==> config.mk <==
export PLATFORM = sky130hd
export DESIGN_NAME = vectored_interrupt_controller
export DESIGN_NICKNAME = d
export VERILOG_FILES = /design/src/irq_prio_encoder.v /design/src/vectored_interrupt_controller.v
export VERILOG_INCLUDE_DIRS = /design/src
export SDC_FILE = /design/constraint.sdc
export NUM_CORES = 1
export LEC_CHECK = 0
export ABC_AREA = 1
export BUFFER_PORTS_ARGS = -buffer_cell sky130_fd_sc_hd__buf_2
export CAP_MARGIN = 20
export CELL_PAD_IN_SITES_DETAIL_PLACEMENT = 0
export CELL_PAD_IN_SITES_GLOBAL_PLACEMENT = 1
export CORE_ASPECT_RATIO = 1.2
export CORE_UTILIZATION = 36
export DETAILED_ROUTE_END_ITERATION = 12
export PLACE_DENSITY_LB_ADDON = 0.08
export SKIP_LAST_GASP = 1
export SYNTH_ARGS = -nofsm -noshare
export SYNTH_HDL_FRONTEND = slang
export SYNTH_SLANG_ARGS = --single-unit
==> constraint.sdc <==
create_clock -name pclk -period 1.6 [get_ports pclk]
set_clock_uncertainty 0.05 [all_clocks]
set_input_delay 0.08 -clock pclk [delete_from_list [all_inputs] [get_ports pclk]]
set_output_delay 0.08 -clock pclk [all_outputs]
set_load 0.01 [all_outputs]
==> src/ivc_consts.vh <==
// Register indices, field layouts and dispatch counts of the interrupt controller
`ifndef IVC_CONSTS_VH
`define IVC_CONSTS_VH

// Register indices; byte address is four times the index
`define IDX_POST_G0 8'hDA
`define IDX_POST_G1 8'hDB
`define IDX_POST_G2 8'hDC
`define IDX_SW_CTRL 8'hDE
`define IDX_MASK_G2 8'hDF
`define IDX_MASK_G0 8'hE0
`define IDX_MASK_G1 8'hE1
`define IDX_VECTOR 8'hE2
`define IDX_EVT_STAT 8'hE3
`define IDX_EVT_MASK 8'hE4

// Implemented bits of each group
`define VALID_G0 8'hFF
`define VALID_G1 8'hE0
`define VALID_G2 8'h77
`define VALID_SW_CTRL 8'h80
`define SW_POST_BIT 7

// Reset values
`define RST_BYTE 8'h00
`define RST_EVT 3'h0

// Event status bits
`define EVT_LOST 0
`define EVT_SW_POST 1
`define EVT_VEC_CLR 2

// Core dispatch timing in core cycles
`define DISPATCH_CYCLES 5'h0D
`define JUMP_CYCLES 5'h07

`endif

==> src/irq_prio_encoder.v <==
// Priority encoder: lowest-numbered pending request wins
`timescale 1ns/1ps
`default_nettype none

module irq_prio_encoder (
  input wire [25:0] pending,
  output reg valid,
  output reg [4:0] prio,
  output reg [7:0] vector
);

  integer i;

  always @*
  begin
    valid = 1'b0;
    prio = 5'h00;
    for (i = 25; i >= 0; i = i - 1)
    begin
      if (pending[i])
      begin
        valid = 1'b1;
        prio = i[4:0];
      end
    end
    vector = {1'b0, prio, 2'b00};
  end

endmodule

`default_nettype wire

==> src/vectored_interrupt_controller.v <==
// Vectored interrupt controller with APB register access
// Contract
// - Latency: instruction end, 13 dispatch, 7 jump
// - Post/clear reads show posted flags
// - Post disabled: write zero clears, one ignored
// - Post enabled: write one posts, zero ignored
// - Software post enable is bit 7, resets 0
// - Mask zero blocks pending, posting continues
// - Mask one makes posted flag pending
// - Mask bits act independently
// - Port sources post on rising edge
// - Group 0 layout of flags and masks
// - Group 1 layout, low five reserved
// - Group 2 layout, bits 7,3 reserved
// - Vector read gives highest-priority pending vector
// - Any vector write clears all pending
// - Posted flag holds until taken or cleared
// - Lowest priority number wins, vector four times
`timescale 1ns/1ps
`default_nettype none
`include "ivc_consts.vh"

module vectored_interrupt_controller (
  input wire pclk,
  input wire presetn,
  input wire psel,
  input wire penable,
  input wire pwrite,
  input wire [9:0] paddr,
  input wire [31:0] pwdata,
  output wire [31:0] prdata,
  output wire pready,
  output wire pslverr,
  input wire [4:0] gpio_port_irq,
  input wire [2:0] ext_line_irq,
  input wire power_fail_event,
  input wire spi_tx_event,
  input wire spi_rx_event,
  input wire sleep_timer_event,
  input wire ms_timer_event,
  input wire interval_timer_event,
  input wire capture_event_zero,
  input wire capture_event_one,
  input wire counter_wrap_event,
  input wire global_irq_enable,
  input wire irq_ack,
  output wire irq_req,
  output wire [7:0] irq_vector,
  output wire dispatch_busy,
  output wire isr_start,
  output wire irq
);

  localparam [2:0] S_IDLE = 3'b001;
  localparam [2:0] S_DISP = 3'b010;
  localparam [2:0] S_JUMP = 3'b100;

  reg [31:0] prdata_r;
  reg pready_r;
  reg pslverr_r;
  reg [7:0] pin_s1_r;
  reg [7:0] pin_s2_r;
  reg [7:0] pin_s3_r;
  reg [7:0] post_g0_r;
  reg [7:0] post_g1_r;
  reg [7:0] post_g2_r;
  reg [7:0] mask_g0_r;
  reg [7:0] mask_g1_r;
  reg [7:0] mask_g2_r;
  reg sw_post_en_r;
  reg [2:0] evt_stat_r;
  reg [2:0] evt_mask_r;
  reg irq_r;
  reg [2:0] state_r;
  reg [2:0] state_nxt;
  reg [4:0] cnt_r;
  reg [4:0] cnt_nxt;
  reg irq_req_r;
  reg [7:0] irq_vector_r;
  reg dispatch_busy_r;
  reg isr_start_r;
  reg [31:0] rd_nxt;
  reg map_nxt;

  wire [7:0] pin_rise;
  wire [7:0] hw_g0;
  wire [7:0] hw_g1;
  wire [7:0] hw_g2;
  wire [7:0] pend_g0;
  wire [7:0] pend_g1;
  wire [7:0] pend_g2;
  wire [25:0] pend_prio;
  wire enc_valid;
  wire [4:0] enc_prio;
  wire [7:0] enc_vector;
  wire setup;
  wire wr_acc;
  wire [7:0] widx;
  wire [7:0] wdat;
  wire wr_g0;
  wire wr_g1;
  wire wr_g2;
  wire wr_vec;
  wire take;
  wire [25:0] take_oh;
  wire [7:0] post_g0_nxt;
  wire [7:0] post_g1_nxt;
  wire [7:0] post_g2_nxt;
  wire [2:0] evt_set;
  wire [2:0] evt_clr;
  wire [2:0] evt_stat_nxt;

  // Word index of an aligned address
  function [7:0] word_idx;
    input [9:0] a;
    begin
      word_idx = a[9:2];
    end
  endfunction

  // Group bits onto priority numbers
  function [25:0] to_prio;
    input [7:0] g0;
    input [7:0] g1;
    input [7:0] g2;
    begin
      to_prio = {g0[6], 2'b00, g2[6], g2[5], g2[4], 1'b0, g2[2], g2[1], g2[0],
        g1[7], g1[6], g1[5], 5'h00, g0[5], g0[7], g0[4], g0[3], g0[2], g0[1],
        g0[0], 1'b0};
    end
  endfunction

  // Priority numbers back onto group 0
  function [7:0] prio_g0;
    input [25:0] p;
    begin
      prio_g0 = {p[6], p[25], p[7], p[5], p[4], p[3], p[2], p[1]};
    end
  endfunction

  // Priority numbers back onto group 1
  function [7:0] prio_g1;
    input [25:0] p;
    begin
      prio_g1 = {p[15], p[14], p[13], 5'h00};
    end
  endfunction

  // Priority numbers back onto group 2
  function [7:0] prio_g2;
    input [25:0] p;
    begin
      prio_g2 = {1'b0, p[22], p[21], p[20], 1'b0, p[18], p[17], p[16]};
    end
  endfunction

  // Next posted flags of one group
  function [7:0] post_next;
    input [7:0] cur;
    input [7:0] hw;
    input [7:0] wd;
    input wr;
    input sw;
    input [7:0] vclr;
    input [7:0] aclr;
    input [7:0] valid;
    reg [7:0] sclr;
    reg [7:0] sset;
    begin
      sclr = (wr && !sw) ? ~wd : 8'h00;
      sset = (wr && sw) ? wd : 8'h00;
      post_next = ((cur & ~(sclr | vclr | aclr)) | sset | hw) & valid;
    end
  endfunction

  // Pin inputs: two-flop sync plus edge history
  always @(posedge pclk or negedge presetn)
  begin
    if (!presetn)
    begin
      pin_s1_r <= `RST_BYTE;
      pin_s2_r <= `RST_BYTE;
      pin_s3_r <= `RST_BYTE;
    end
    else
    begin
      pin_s1_r <= {ext_line_irq, gpio_port_irq};
      pin_s2_r <= pin_s1_r;
      pin_s3_r <= pin_s2_r;
    end
  end

  assign pin_rise = pin_s2_r & ~pin_s3_r;

  // Hardware posting per group
  assign hw_g0 = {pin_rise[1], sleep_timer_event, pin_rise[6], pin_rise[0], spi_rx_event,
    spi_tx_event, pin_rise[5], power_fail_event};
  assign hw_g1 = {capture_event_zero, interval_timer_event, ms_timer_event, 5'h00};
  assign hw_g2 = {1'b0, pin_rise[4], pin_rise[3], pin_rise[2], 1'b0, pin_rise[7],
    counter_wrap_event, capture_event_one};

  // Pending requests
  assign pend_g0 = post_g0_r & mask_g0_r;
  assign pend_g1 = post_g1_r & mask_g1_r;
  assign pend_g2 = post_g2_r & mask_g2_r;
  assign pend_prio = to_prio(pend_g0, pend_g1, pend_g2);

  irq_prio_encoder irq_prio_encoder_inst (
    .pending(pend_prio),
    .valid(enc_valid),
    .prio(enc_prio),
    .vector(enc_vector)
  );

  // APB decode
  assign setup = psel & ~penable;
  assign wr_acc = psel & penable & pready_r & pwrite & ~pslverr_r;
  assign widx = word_idx(paddr);
  assign wdat = pwdata[7:0];
  assign wr_g0 = wr_acc & (widx == `IDX_POST_G0);
  assign wr_g1 = wr_acc & (widx == `IDX_POST_G1);
  assign wr_g2 = wr_acc & (widx == `IDX_POST_G2);
  assign wr_vec = wr_acc & (widx == `IDX_VECTOR);

  // Core takes the winner
  assign take = (state_r == S_IDLE) & irq_ack & enc_valid & global_irq_enable;
  assign take_oh = take ? (26'h0000001 << enc_prio) : 26'h0000000;

  assign post_g0_nxt = post_next(post_g0_r, hw_g0, wdat, wr_g0, sw_post_en_r,
    wr_vec ? pend_g0 : 8'h00, prio_g0(take_oh), `VALID_G0);
  assign post_g1_nxt = post_next(post_g1_r, hw_g1, wdat, wr_g1, sw_post_en_r,
    wr_vec ? pend_g1 : 8'h00, prio_g1(take_oh), `VALID_G1);
  assign post_g2_nxt = post_next(post_g2_r, hw_g2, wdat, wr_g2, sw_post_en_r,
    wr_vec ? pend_g2 : 8'h00, prio_g2(take_oh), `VALID_G2);

  // Event status: set wins over write-one clear
  assign evt_set[`EVT_LOST] = |((hw_g0 & post_g0_r) | (hw_g1 & post_g1_r) | (hw_g2 & post_g2_r));
  assign evt_set[`EVT_SW_POST] = sw_post_en_r & (wr_g0 | wr_g1 | wr_g2) & (|wdat);
  assign evt_set[`EVT_VEC_CLR] = wr_vec;
  assign evt_clr = (wr_acc && widx == `IDX_EVT_STAT) ? wdat[2:0] : 3'h0;
  assign evt_stat_nxt = (evt_stat_r & ~evt_clr) | evt_set;

  // Flags and control registers
  always @(posedge pclk or negedge presetn)
  begin
    if (!presetn)
    begin
      post_g0_r <= `RST_BYTE;
      post_g1_r <= `RST_BYTE;
      post_g2_r <= `RST_BYTE;
      mask_g0_r <= `RST_BYTE;
      mask_g1_r <= `RST_BYTE;
      mask_g2_r <= `RST_BYTE;
      sw_post_en_r <= 1'b0;
      evt_stat_r <= `RST_EVT;
      evt_mask_r <= `RST_EVT;
      irq_r <= 1'b0;
    end
    else
    begin
      post_g0_r <= post_g0_nxt;
      post_g1_r <= post_g1_nxt;
      post_g2_r <= post_g2_nxt;
      evt_stat_r <= evt_stat_nxt;
      irq_r <= |(evt_stat_nxt & evt_mask_r);
      if (wr_acc)
      begin
        case (widx)
          `IDX_MASK_G0:
          begin
            mask_g0_r <= wdat & `VALID_G0;
          end
          `IDX_MASK_G1:
          begin
            mask_g1_r <= wdat & `VALID_G1;
          end
          `IDX_MASK_G2:
          begin
            mask_g2_r <= wdat & `VALID_G2;
          end
          `IDX_SW_CTRL:
          begin
            sw_post_en_r <= wdat[`SW_POST_BIT];
          end
          `IDX_EVT_MASK:
          begin
            evt_mask_r <= wdat[2:0];
          end
          default:
          begin
            sw_post_en_r <= sw_post_en_r;
          end
        endcase
      end
    end
  end

  // Read mux and map check
  always @*
  begin
    rd_nxt = 32'h00000000;
    map_nxt = (paddr[1:0] == 2'b00);
    case (widx)
      `IDX_POST_G0: rd_nxt[7:0] = post_g0_r;
      `IDX_POST_G1: rd_nxt[7:0] = post_g1_r;
      `IDX_POST_G2: rd_nxt[7:0] = post_g2_r;
      `IDX_SW_CTRL: rd_nxt[7:0] = {sw_post_en_r, 7'h00};
      `IDX_MASK_G0: rd_nxt[7:0] = mask_g0_r;
      `IDX_MASK_G1: rd_nxt[7:0] = mask_g1_r;
      `IDX_MASK_G2: rd_nxt[7:0] = mask_g2_r;
      `IDX_VECTOR: rd_nxt[7:0] = enc_vector;
      `IDX_EVT_STAT: rd_nxt[2:0] = evt_stat_r;
      `IDX_EVT_MASK: rd_nxt[2:0] = evt_mask_r;
      default: map_nxt = 1'b0;
    endcase
    if (!map_nxt)
    begin
      rd_nxt = 32'h00000000;
    end
  end

  // APB answer: one access cycle, no waits
  always @(posedge pclk or negedge presetn)
  begin
    if (!presetn)
    begin
      prdata_r <= 32'h00000000;
      pready_r <= 1'b0;
      pslverr_r <= 1'b0;
    end
    else
    begin
      pready_r <= setup;
      if (setup)
      begin
        prdata_r <= pwrite ? 32'h00000000 : rd_nxt;
        pslverr_r <= ~map_nxt;
      end
      else if (!(psel && penable))
      begin
        pslverr_r <= 1'b0;
      end
    end
  end

  // Dispatch sequencer next state
  always @*
  begin
    state_nxt = state_r;
    cnt_nxt = cnt_r;
    case (state_r)
      S_IDLE:
      begin
        if (take)
        begin
          state_nxt = S_DISP;
          cnt_nxt = `DISPATCH_CYCLES - 5'h01;
        end
      end
      S_DISP:
      begin
        if (cnt_r == 5'h00)
        begin
          state_nxt = S_JUMP;
          cnt_nxt = `JUMP_CYCLES - 5'h01;
        end
        else
        begin
          cnt_nxt = cnt_r - 5'h01;
        end
      end
      S_JUMP:
      begin
        if (cnt_r == 5'h00)
        begin
          state_nxt = S_IDLE;
        end
        else
        begin
          cnt_nxt = cnt_r - 5'h01;
        end
      end
      default:
      begin
        state_nxt = S_IDLE;
        cnt_nxt = 5'h00;
      end
    endcase
  end

  // Dispatch sequencer and core outputs
  always @(posedge pclk or negedge presetn)
  begin
    if (!presetn)
    begin
      state_r <= S_IDLE;
      cnt_r <= 5'h00;
      irq_req_r <= 1'b0;
      irq_vector_r <= `RST_BYTE;
      dispatch_busy_r <= 1'b0;
      isr_start_r <= 1'b0;
    end
    else
    begin
      state_r <= state_nxt;
      cnt_r <= cnt_nxt;
      dispatch_busy_r <= (state_nxt != S_IDLE);
      irq_req_r <= enc_valid & global_irq_enable & (state_nxt == S_IDLE) & ~take;
      isr_start_r <= (state_r == S_JUMP) & (cnt_r == 5'h00);
      if (take)
      begin
        irq_vector_r <= enc_vector;
      end
    end
  end

  assign prdata = prdata_r;
  assign pready = pready_r;
  assign pslverr = pslverr_r;
  assign irq_req = irq_req_r;
  assign irq_vector = irq_vector_r;
  assign dispatch_busy = dispatch_busy_r;
  assign isr_start = isr_start_r;
  assign irq = irq_r;

endmodule

`default_nettype wire

== Word-level counts from Yosys, hierarchy flattened ==
Index checks and enable logic that the tools add are counted.
Cells by class
  $add $sub $neg: 1
  equality and inequality tests: 18
  shift operators: 1
  multiplexer cells: 60
  bitwise logic cells: 57
  reductions and logical operators: 21
Operators by type and width (count)
  5-bit two-way mux: 20
  8-bit equality test, second input constant: 10
  8-bit bitwise OR: 9
  8-bit AND: 7
  8-bit two-way mux: 7
  5-bit case mux with 8 select lines: 1
  32-bit two-way mux: 1
  8-bit NOT: 4
  7-bit bitwise OR: 4
  26-bit two-way mux: 1
  1-bit by 5-bit left shift with 26-bit output, first input constant: 1
  7-bit AND: 3
  7-bit two-way mux: 3
  3-bit case mux with 7 select lines: 1
  1-bit two-way mux: 20
  1-bit AND: 18
  8-bit OR reduction: 2
  5-bit case mux with 3 select lines: 1
  3-bit two-way mux: 4
  2-bit AND reduction: 6
  10-bit OR reduction: 1
  3-bit case mux with 3 select lines: 1
  1-bit logical AND: 8
  8-bit by 7-bit bitwise OR with 8-bit output: 1
  16 further kinds: 24
Word-level totals
  register bits: 116
  bits of input ports: 66
  output and inout port bits: 46

== Depth between registers and ports, before layout ==
Gate-level depths: netlist (run 1).
  word-level depth: 26
  gate-level depth with buffers: 20
  mapped depth without buffers: 20

== Cells and area by module ==
From an unflattened synthesis (run 1), not the netlist that was laid out.
Unflattened totals
  cells, all modules: 800
  area, all modules: 5601.6 um^2
Modules (own cells, without submodules)
  vectored_interrupt_controller: times used 1, cells an instance 706, area each 5170.0 um^2
  irq_prio_encoder: times used 1, cells an instance 94, area each 431.7 um^2

== Least setup slack after synthesis (run 1) ==
Ideal clock, no wire load.
  path kind: reg2reg
  start: register pslverr_r (netlist: pslverr)
  end: register post_g2_r[2]
  setup time: 0.124 ns
  data arrival time: 1.515 ns
  required time: 1.426 ns
  slack: -0.090 ns
  cell stages (with the launch flop): 8
  path buffers: 1
  period minus slack after synthesis: 1.690 ns
  cells stage by stage: dfrtp_1 -> nor4_1 -> buf_2 -> nand2_1 -> nor2_1 -> a221oi_1 -> nand2_1 -> nand3_1
On the way
  word-level cells in the longest chain between the ends: 11
Ends and longest elaborated chain
  start: declaration: RTL line vectored_interrupt_controller.v:60  | reg pslverr_r;
  start signal: assignment: RTL line vectored_interrupt_controller.v:337  | pslverr_r <= ~map_nxt;
  1-bit NOT *: RTL line vectored_interrupt_controller.v:217  | assign wr_acc = psel & penable & pready_r & pwrite & ~pslverr_r;
  1-bit AND *: RTL line vectored_interrupt_controller.v:217
  1-bit AND: RTL line vectored_interrupt_controller.v:222  | assign wr_g2 = wr_acc & (widx == `IDX_POST_G2);
  1-bit logical AND: RTL line vectored_interrupt_controller.v:170  | sclr = (wr && !sw) ? ~wd : 8'h00;
  7-bit two-way mux: RTL line vectored_interrupt_controller.v:170
  7-bit bitwise OR (2 in a row): RTL line vectored_interrupt_controller.v:172  | post_next = ((cur & ~(sclr | vclr | aclr)) | sset | hw) & valid;
  7-bit NOT: RTL line vectored_interrupt_controller.v:172
  7-bit AND: RTL line vectored_interrupt_controller.v:172
  7-bit bitwise OR * (2 in a row): RTL line vectored_interrupt_controller.v:172
  net post_g2_nxt[2]: RTL line vectored_interrupt_controller.v:108  | wire [7:0] post_g2_nxt;
  end signal: assignment: RTL line vectored_interrupt_controller.v:250  | post_g2_r <= `RST_BYTE;
  end signal: assignment: RTL line vectored_interrupt_controller.v:263  | post_g2_r <= post_g2_nxt;
  end: declaration: RTL line vectored_interrupt_controller.v:66  | reg [7:0] post_g2_r;
The timed path passes the listed nets; every way through them passes the cells marked *.
A chain may end at the register's enable or synchronous reset.

== Final worst setup path (run 1) ==
  start: register post_g2_r[2]
  end: register cnt_r[3]
On the way
  word-level cells in the longest chain between the ends: 18
Ends and longest elaborated chain
  7-bit AND: RTL line vectored_interrupt_controller.v:205  | assign pend_g2 = post_g2_r & mask_g2_r;
  1-bit two-way mux (13 in a row): RTL line irq_prio_encoder.v:20  | if (pending[i])
  1-bit AND (2 in a row): RTL line vectored_interrupt_controller.v:226  | assign take = (state_r == S_IDLE) & irq_ack & enc_valid & global_irq_enable;
  2-bit inequality test (no line)
  2-bit AND reduction (no line)
  end signal: assignment: RTL line vectored_interrupt_controller.v:406  | cnt_r <= cnt_nxt;
  end: declaration: RTL line vectored_interrupt_controller.v:76  | reg [4:0] cnt_r;
Every way passes these cells.

==> metrics.txt, run 1 <==
Post-layout nets 949; Reg2Reg Capture Point cnt_r[3]; DRT Pass-1 Iters 6; R2R Path Start post_g2_r[2]; clk slew on worst S/H paths 60 ps; min-delay worst type primary input to register; Flop pwr share 0.449; power share of the clock group 0.434; status finished with violations; PortBufs 60; total number of yosys warnings 0; post-synthesis mux area share 0; Comb power frac 0.117; maximum vdd ir drop 0.000814 V; DR iter-0 viols 311; Ports 112; Compound-Gate Fraction of Synth Area 0.126; count leader, synth nand2_1; Core Region 0.0134 sq mm; hpwl dp 14.2 mm; RSZ-0062 raised after global routing yes; # clock sinks 92; Mapped Area 0.00502 sq mm; hold worst-path end post_g2_r[4]; initial antenna violation count 0; Switching Share 0.249; post-synth cell types 44; Clock Path Buffers 2; min cycle time layout 1960 ps; r2r setup slk -360 ps; violations in the final reports setup timing; xor/xnor cell area share of the yosys netlist 0.00349; number of synthesized flops with an enable pin 0; Avg WL per Cell 18.1 um; Final Power 0.00536 W; Primary FF master, synth dfrtp_1; Crit Path Category register to register; first-pass GRT wire length 28.6 mm; Core Util, Final 0.589; crit-path most repeated cell nand2_4; total leakage power 4.18 nW; antenna-violating nets left 0; Finish-stage setup viols 41; CTS root buf clkbuf_16; Final Cycle Share 1.22; starting utilization of the core area 0.374; Die Ht 131 um; #FFs+latches synth 92; Worst EP arrival 2130 ps; max-cap violation count 0; Largest stage delay, worst path 400 ps; Hold Path Stages 4; Top delay family on crit path simple AND/OR/NAND/NOR gates; Num CTS Buffers 9; reported net switching power 0.00134 W; Crit-path slowest cell dfrtp_1; Critical Path RT 1770 ps; HP Start pwdata[4]; Vias per Instance 5.06; CP Max Fanout 5; share of layout cells above drive strength 1 0.432; largest family of logic cells by synthesized area simple AND/OR/NAND/NOR gates; Inserted Diodes 0; Via Count 5,323; CTS tree built; DR DRC count 0; Die W 110 um; synth top area cells dfrtp_1 45%, nand2_1 14%, inv_1 6.4%; Seq/Total Area, Yosys 0.459; CP Launch Type register; Final Hold Fails 0; cell count after synthesis 630; worst slew pin tran 557 ps; CP endpoint kind register; Final Wtd Congestion 0.967; P&R area growth vs syn 57.4%; total global-route track usage 0.273; Rows 46; Slew Limit Fails 0; Synth area leader dfrtp_1; largest net degree at the start of global routing 93; Relative slew margins 0.629; top post-synthesis cells by count 185 x nand2_1, 91 x dfrtp_1, 85 x inv_1; FILL cells 1,296; crit-path cells nand2_2 -> inv_1 -> nor3_4 -> nand3_4 -> nand2_4 -> nor2_4 -> nand2_4 -> nand2_4 -> nor2_4 -> inv_4 -> nand3_2 -> o211ai_1; fmax 510 MHz; Mean Syn Cell Area 7.96 sq um; Synth top area share 0.454; CTS HTree Levels 3; die area 0.0144 sq mm; Skew-Pair Late Insertion Delay 350 ps; vias in the first global route 5,167; power per cell area 678 mW/mm^2; adder-cell share of the synthesized area 0.00249; GRT overflow 0; WP buf/inv 2; Total Wirelength 19.0 mm; simple-gate portion of the synthesized area 0.290; P_int 0.00402 W; reg2reg path depth 12; ys async rst share 1.00; Final Worst Setup Slack -360 ps
[power groups by stage]
| stage | sequential [W] | clock (W) | combinational, W |
|---|---|---|---|
| finish | 0.00241 | 0.00232 | 0.000629 |
| global route | 0.00241 | 0.00245 | 0.000687 |
| CTS | 0.00240 | 0.00236 | 0.000579 |
| detailed placement | 0.00245 | 0 | 0.000488 |
| global placement | 0.00244 | 0 | 0.000483 |
| floorplan | 0.00244 | 0 | 0.000269 |
[kinds of logic (layout without fill, tap and decap cells)]
family / after synthesis / in the layout
other cells: 1 / 27
flops: 92 / 92
simple gates: 306 / 306
xor+xnor: 2 / 2
fa+ha+maj: 1 / 1
buf+inv: 127 / 356
compound gates: 101 / 101
[sequential cells by signal, indices dropped and copies added (netlist names), 3 cells and up]
signal,flops
pin_s3_r,8
post_g1_r,3
mask_g1_r,3
irq_vector,5
state_r,3
pin_s2_r,8
post_g2_r,6
evt_mask_r,3
mask_g0_r,8
pin_s1_r,8
evt_stat_r,3
post_g0_r,8
mask_g2_r,6
prdata,8
cnt_r,5
[worst max-delay path by stage]
stage	cells past startpoint	slack [ps]	endpoint	start
floorplan	14	-40	cnt_r[1]	mask_g0_r[0]
global placement	10	-440	post_g1_r[7]	mask_g2_r[1]
detailed placement	19	-420	post_g1_r[7]	post_g0_r[6]
CTS	18	-290	post_g1_r[6]	mask_g2_r[5]
global route	21	-480	prdata[2]	post_g0_r[6]
finish	12	-360	cnt_r[3]	post_g2_r[2]
[metrics by stage]
stage | setup TNS (ps) | std cells | setup slack, ps | area (sq um) | hold WS (ps)
detailed placement | -10790 | 983 | -422 | 6460 | 128
global placement | -10330 | 983 | -440 | 6460 | 124
CTS | -7260 | 1039 | -285 | 7480 | 3.17
global route | -14130 | 1053 | -479 | 7900 | 24.6
floorplan | -104 | 656 | -43.5 | 5150 | -266
finish | -9800 | 1053 | -360 | 7900 | 9.68
[placed cells by master, fill, tap and decap left out, types with 3 or more instances in the layout]
cell and n:
a31oi_1 3, nor3_4 7, a21oi_2 3, clkbuf_16 10
inv_1 77, nor2_2 5, a22o_1 3, nand4_1 10
nor2_4 10, nand3_4 7, o21ai_1 11, a221oi_1 13
conb_1 27, nand2_1 144, buf_6 27, nand2_4 12
o21ai_2 9, nor2_1 16, inv_2 13, o21ai_0 27
nand2_2 40, a21oi_1 7, buf_12 6, buf_4 132
nand3_2 10, o22ai_1 6, dlygate4sd3_1 21, nand3b_1 3
buf_2 60, nor3_1 6, nor3_2 4, dfrtp_1 91
nand3_1 25
[worst register-to-register path, stage by stage (launching register included)]
cell and delay, ps:
dfrtp_1 400, nand2_2 110, inv_1 100, nor3_4 320, nand3_4 120, nand2_4 120
nor2_4 50, nand2_4 120, nand2_4 70, nor2_4 120, inv_4 70, nand3_2 60
o211ai_1 110
[per-layer routing]
metal	vias up	global-route usage	part of all wire	routed length (um)
met2	182	0.469	0.52	9840
met3	39	0.0352	0.042	793
met1	2572	0.328	0.40	7660
met5	-	0	0	0
met4	0	0.140	0.040	753
li1	2530	-	-	-
[area by class of cell]
type / count / area [sq um] / share of cell area
multi-input cells: 437 / 2740 / 0.347
inverters: 94 / 363 / 0.0459
flip-flops and latches: 92 / 2300 / 0.292
clock inverters: 4 / 73.8 / 0.00935
well taps: 168 / 210 / 0.0266
clock buffers: 10 / 239 / 0.0303
repair buffers: 248 / 1970 / 0.249
[timing repair]
item | 4_1_cts | 5_1_grt
setup endpoints to repair | 41 | 47
resized for setup | 98 | 78
hold buffers | 21 | 0
pin swaps | 29 | 37
setup buffers | 23 | 17
endpoints found under the hold margin | 109 | 0
cloned | 2 | 1
No activity file was read; power rests on OpenSTA's default activity.
==> run 2, diff against run 1 <==
--- a/config.mk
+++ b/config.mk
@@ -15,7 +15,6 @@
 export CORE_UTILIZATION = 36
 export DETAILED_ROUTE_END_ITERATION = 12
 export PLACE_DENSITY_LB_ADDON = 0.08
-export SKIP_LAST_GASP = 1
 export SYNTH_ARGS = -nofsm -noshare
 export SYNTH_HDL_FRONTEND = slang
 export SYNTH_SLANG_ARGS = --single-unit
==> constraint.sdc (replaced) <==
create_clock -name pclk -period 1.8 [get_ports pclk]
set_clock_uncertainty 0.05 [all_clocks]
set_input_delay 0.09 -clock pclk [delete_from_list [all_inputs] [get_ports pclk]]
set_output_delay 0.09 -clock pclk [all_outputs]
set_load 0.01 [all_outputs]
==> run 2 against run 1 <==
The flow still finishes with violations (setup timing). Combinational power fell by 22%. Final cell count fell by 4.8%. Register-to-register slack improved by 290 ps. Clock-buffer cell count rose by 2. Worst setup slack improved by 290 ps. First-iteration DRC count rose by 4.2%. Critical path type unchanged. Largest cell class unchanged. Highest routed layer unchanged.
==> metrics.txt, run 2 (synthesized netlist as in run 1, its figures left out) <==
total leakage power 3.85 nW (-7.9%); power share of the clock group 0.433 (about the same); share of layout cells above drive strength 1 0.369 (-0.0623); WP buf/inv 1 (-1); starting utilization of the core area 0.374 (unchanged); worst slew pin tran 503 ps (-53.3 ps); power per cell area 638 mW/mm^2 (-6.0%); vias in the first global route 4,997 (-3.3%); Top delay family on crit path simple AND/OR/NAND/NOR gates; crit-path most repeated cell nand2_1; clk slew on worst S/H paths 60 ps (about the same); DR DRC count 0 (unchanged); DP Worst Slack -136 ps (+286 ps); Post-layout nets 896 (-5.6%); Final Cycle Share 1.04 (-0.184); P_int 0.00346 W (-14%); Final Worst Setup Slack -72.7 ps (+287 ps); violations in the final reports setup timing; Clock Path Buffers 2 (unchanged); DR iter-0 viols 324 (+4.2%); maximum vdd ir drop 0.000626 V (-23%); Die W 110 um (unchanged); DRT Pass-1 Iters 5 (-1); CTS HTree Levels 3 (unchanged); Vias per Instance 5.06 (about the same); Final Hold Fails 0 (unchanged); Num CTS Buffers 9 (unchanged); Die Ht 131 um (unchanged); Skew-Pair Late Insertion Delay 360 ps (about the same); P&R area growth vs syn 44.8%; status finished with violations; Inserted Diodes 0 (unchanged); most frequent cells in the layout 150 x nand2_1, 99 x buf_4, 91 x dfrtp_1; RSZ-0062 raised after global routing yes; first-pass GRT wire length 26.5 mm (-7.4%); Total Wirelength 17.7 mm (-7.2%); area of the multi-input gates 0.00261 sq mm (-4.9%); Flop pwr share 0.461 (+0.012); Hold Slack 4.18 ps (-5.50 ps); min-delay worst type primary input to register; min cycle time layout 1870 ps (-87.0 ps); CP Max Fanout 4 (-1); largest net degree at the start of global routing 93 (unchanged); # clock sinks 92 (unchanged); most common cell after layout, fill and taps aside nand2_1; CTS tree built; die area 0.0144 sq mm (unchanged); Critical Path RT 1990 ps (+220 ps); Crit Path Category register to register; Finish-stage setup viols 12 (-71%); PortBufs 60 (unchanged); Avg WL per Cell 17.6 um (-2.5%); Comb power frac 0.106 (-0.011); Core Util, Final 0.542 (-0.0470); register area 0.00230 sq mm (unchanged); Ports 112 (unchanged); cell area after layout 0.00727 sq mm (-8.0%); Core Region 0.0134 sq mm (unchanged); CTS root buf clkbuf_16; Post-Layout Cell Count 1,002 (-4.8%); Via Count 5,070 (-4.8%); FILL cells 1,316 (+1.5%); Slew Limit Fails 0 (unchanged); antenna-violating nets left 0 (unchanged); Inst Count DP 944 (-4.0%); Rows 46 (unchanged); reported net switching power 0.00117 W (-12%); hpwl dp 13.4 mm (-6.0%); Relative slew margins 0.664 (+0.0355); area of placed instances 0.00612 sq mm (-5.4%); max-cap violation count 0 (unchanged); fmax 534 MHz (+4.6%); initial antenna violation count 0 (unchanged); Switching Share 0.253 (+0.00418); CP Launch Type register; Worst EP arrival 2070 ps (-60 ps); GRT overflow 0 (unchanged); CP endpoint kind register; Largest stage delay, worst path 410 ps (about the same); total global-route track usage 0.251 (-0.0216); Final Wtd Congestion 0.972 (+0.60%); crit-path cells nand2_2 -> nand2_4 -> nor3_2 -> buf_4 -> nand2_1 -> nand2_1 -> nand3_4 -> nor2_4 -> nand3_2 -> a21o_1; Crit-path slowest cell dfrtp_1
-- run 2: cell count changes in the layout (fill, tap and decap cells not counted), sizes merged --
cell / change
inv: +1
clkinv: -2
clkinvlp: +2
nand2: +1
bufinv: -1
buf: -54
clkbuf: +2
-- run 2: cell type report --
class	instances	share of cell area
repair buffers	194	0.203
flip-flops and latches	92	0.317
clock buffers	12	0.0353
well taps	168	0.0289
clock inverters	4	0.00758
inverters	94	0.0494
multi-input cells	438	0.359
-- run 2: final timing paths --
path / startpoint / to / slack [ps] / cells after the start
min: ms_timer_event / post_g1_r[5] / 4 / 4
min in group asynchronous: presetn / irq / 270 / 3
max reg2reg: post_g2_r[0] / post_g0_r[7] / -70 / 10
max in group asynchronous: presetn / state_r[0] / 1020 / 3
min reg2reg: pin_s1_r[2] / pin_s2_r[2] / 300 / 0
max: post_g2_r[0] / post_g0_r[7] / -70 / 10
-- run 2: power groups by stage --
stage / Sequential, W / Clock, W / Combinational (W)
global placement: 0.00217 / 0 / 0.000397
detailed placement: 0.00217 / 0 / 0.000400
CTS: 0.00213 / 0.00204 / 0.000450
finish: 0.00213 / 0.00201 / 0.000493
global route: 0.00214 / 0.00211 / 0.000543
floorplan: 0.00217 / 0 / 0.000236
-- run 2: tightest hold or removal path: cells and delay by family --
| family | cells | cell delay [ps] |
|---|---|---|
| buffers and inverters | 2 | 130 |
| and+or+nand+nor | 1 | 60 |
| AOI/OAI and AO/OA | 1 | 100 |
-- run 2: repair_timing --
item,4_1_cts,5_1_grt
hold endpoints to repair,109,0
pin swaps,7,26
cloned,0,2
resized for setup,44,77
endpoints found under the setup margin,31,38
hold buffers,21,0
buffers inserted,6,13
-- run 2: per-layer routing --
metal	vias up	routed length, um	track usage
li1	2417	-	-
met1	2465	7410	0.313
met2	153	8740	0.412
met3	35	732	0.0407
met4	0	782	0.132
met5	-	0	0
-- run 2: metrics by stage --
stage,total power [W],TNS [ps]
after floorplan,0.00241,0
after global placement,0.00257,-1610
after detailed placement,0.00257,-2100
after CTS,0.00463,-214
after global routing,0.00479,-3030
final,0.00463,-437
==> run 3, diff against run 2 <==
--- a/config.mk
+++ b/config.mk
@@ -15,6 +15,7 @@
 export CORE_UTILIZATION = 36
 export DETAILED_ROUTE_END_ITERATION = 12
 export PLACE_DENSITY_LB_ADDON = 0.08
+export SETUP_SLACK_MARGIN = 0.15
 export SYNTH_ARGS = -nofsm -noshare
 export SYNTH_HDL_FRONTEND = slang
 export SYNTH_SLANG_ARGS = --single-unit
==> run 3 against run 2 <==
The run still ends with setup timing left. Flip-flop and latch count unchanged. Global-route usage up 1.3 points. Critical path depth down 1. Combinational power up 2%. Core utilization up 1.7 points. Final cell count up 1.7%. Power down 0.45%. Largest power group unchanged. Hold slack better by 16 ps.
==> metrics.txt, run 3 (synthesized netlist as in run 1, its figures left out) <==
status finished with violations; violations in the final reports setup timing; DR DRC count 0 (unchanged); Crit Path Category register to register; min-delay worst type primary input to register; initial antenna violation count 0 (unchanged); starting utilization of the core area 0.374 (unchanged); Skew-Pair Late Insertion Delay 360 ps (about the same); Die Ht 131 um (unchanged); Hold Path Stages 4 (unchanged); CP endpoint kind register; Inserted Diodes 0 (unchanged); CP Max Fanout 3 (-1); Die W 110 um (unchanged); CTS tree built; Via Count 5,199 (+2.5%); Final Cycle Share 1.06 (+0.0237); Slew Limit Fails 0 (unchanged); R2R Path Start mask_g0_r[2]; Post-layout nets 913 (+1.9%); max-cap violation count 0 (unchanged); hpwl dp 13.5 mm (+1.1%); Rows 46 (unchanged); DR iter-0 viols 370 (+14%); power per cell area 616 mW/mm^2 (-3.4%); share of layout cells above drive strength 1 0.387 (+0.0173); Num CTS Buffers 9 (unchanged); Final Hold Fails 0 (unchanged); Final Worst Setup Slack -115 ps (-42.6 ps); reg2reg path depth 9 (-1); P&R area growth vs syn 49.3%; Finish-stage setup viols 23 (+11); Critical Path RT 1990 ps (about the same); Total Wirelength 18.3 mm (+3.7%); CP Launch Type register; Final Wtd Congestion 0.975 (+0.26%); PortBufs 60 (unchanged); RSZ-0062 raised after global routing yes; Reg2Reg Capture Point post_g2_r[4]; CTS root buf clkbuf_16; Core Region 0.0134 sq mm (unchanged); most frequent cells in the layout 148 x nand2_1, 104 x buf_4, 89 x dfrtp_1; antenna-violating nets left 0 (unchanged); Worst EP arrival 2110 ps (+40 ps); r2r setup slk -120 ps (-40 ps); DP Worst Slack -214 ps (-78.1 ps); most common cell after layout, fill and taps aside nand2_1; GRT overflow 0 (unchanged); total leakage power 3.98 nW (+3.4%); # clock sinks 92 (unchanged); clk slew on worst S/H paths 70 ps (about the same); Avg WL per Cell 18.0 um (+2.0%); CTS HTree Levels 3 (unchanged); DRT Pass-1 Iters 7 (+2); die area 0.0144 sq mm (unchanged); vias in the first global route 5,140 (+2.9%); fmax 522 MHz (-2.2%); Core Util, Final 0.558 (+0.0165); Clock Path Buffers 2 (unchanged); hold worst-path end post_g2_r[4]; maximum vdd ir drop 0.000678 V (+8.3%); HP Start pwdata[4]; total global-route track usage 0.264 (+0.0129); Ports 112 (unchanged); first-pass GRT wire length 27.8 mm (+4.9%); largest net degree at the start of global routing 36 (-61%); Vias per Instance 5.10 (+0.83%); min cycle time layout 1920 ps (+42.6 ps)
run 3: worst max path at each step:
stage                  from      endpoint  slack [ps]  cells after the start
2_1_floorplan  mask_g0_r[0]      cnt_r[1]         160                     14
3_3_place_gp   mask_g2_r[0]  post_g1_r[6]        -250                     11
3_5_place_dp   mask_g2_r[0]  post_g1_r[6]        -210                     11
4_1_cts        post_g2_r[0]  post_g0_r[3]         -60                     11
5_1_grt        post_g0_r[1]      cnt_r[1]        -200                     14
6_report       mask_g0_r[2]  post_g2_r[4]        -120                      9
run 3: timing repair:
item | CTS | global route
hold buffers | 23 | 0
pin swaps | 31 | 26
cloned | 2 | 3
setup endpoints to repair | 54 | 63
endpoints found under the hold margin | 49 | 0
buffers inserted | 15 | 12
gates resized for setup | 95 | 57
run 3: worst max-delay path: stages, from the launching register on:
cell	delay (ps)
dfrtp_1	390
nand2_1	130
nand2_2	100
buf_4	140
a21oi_1	250
nand3b_1	220
nor2_2	220
nand4_1	150
nand2_1	100
nand2_1	50
run 3: stage by stage:
step | power, W | instances | cell area (sq um) | hold WS [ps] | setup TNS (ps)
finish | 0.00461 | 1019 | 7490 | 20.0 | -1260
global route | 0.00480 | 1019 | 7490 | 29.2 | -4070
CTS | 0.00464 | 1004 | 7140 | 10.8 | -416
detailed placement | 0.00258 | 948 | 6180 | 24.9 | -3380
global placement | 0.00257 | 948 | 6180 | 18.7 | -3370
floorplan | 0.00241 | 656 | 5130 | -256 | 0
run 3: routing by layer:
| metal | track usage | up-vias | wire (um) |
|---|---|---|---|
| met4 | 0.129 | 0 | 811 |
| met1 | 0.325 | 2503 | 7610 |
| met3 | 0.0407 | 59 | 849 |
| met2 | 0.443 | 187 | 9050 |
| li1 | - | 2450 | - |
| met5 | 0 | - | 0 |
run 3: report_power, final:
part	leakage (nW)	switching, W	total [W]	internal (W)
clock network	0.151	0.000846	0.00197	0.00113
registers	1.13	0.0000203	0.00213	0.00211
logic	2.70	0.000313	0.000504	0.000192
run 3: layout make-up:
| class | instances | area, sq um |
|---|---|---|
| fillers | 1304 | 5920 |
| multi-input cells | 440 | 2670 |
| flip-flops and latches | 92 | 2310 |
| repair buffers | 209 | 1630 |
| inverters | 94 | 358 |
| clock buffers | 10 | 239 |
| well taps | 168 | 210 |
| clock inverters | 6 | 71.3 |
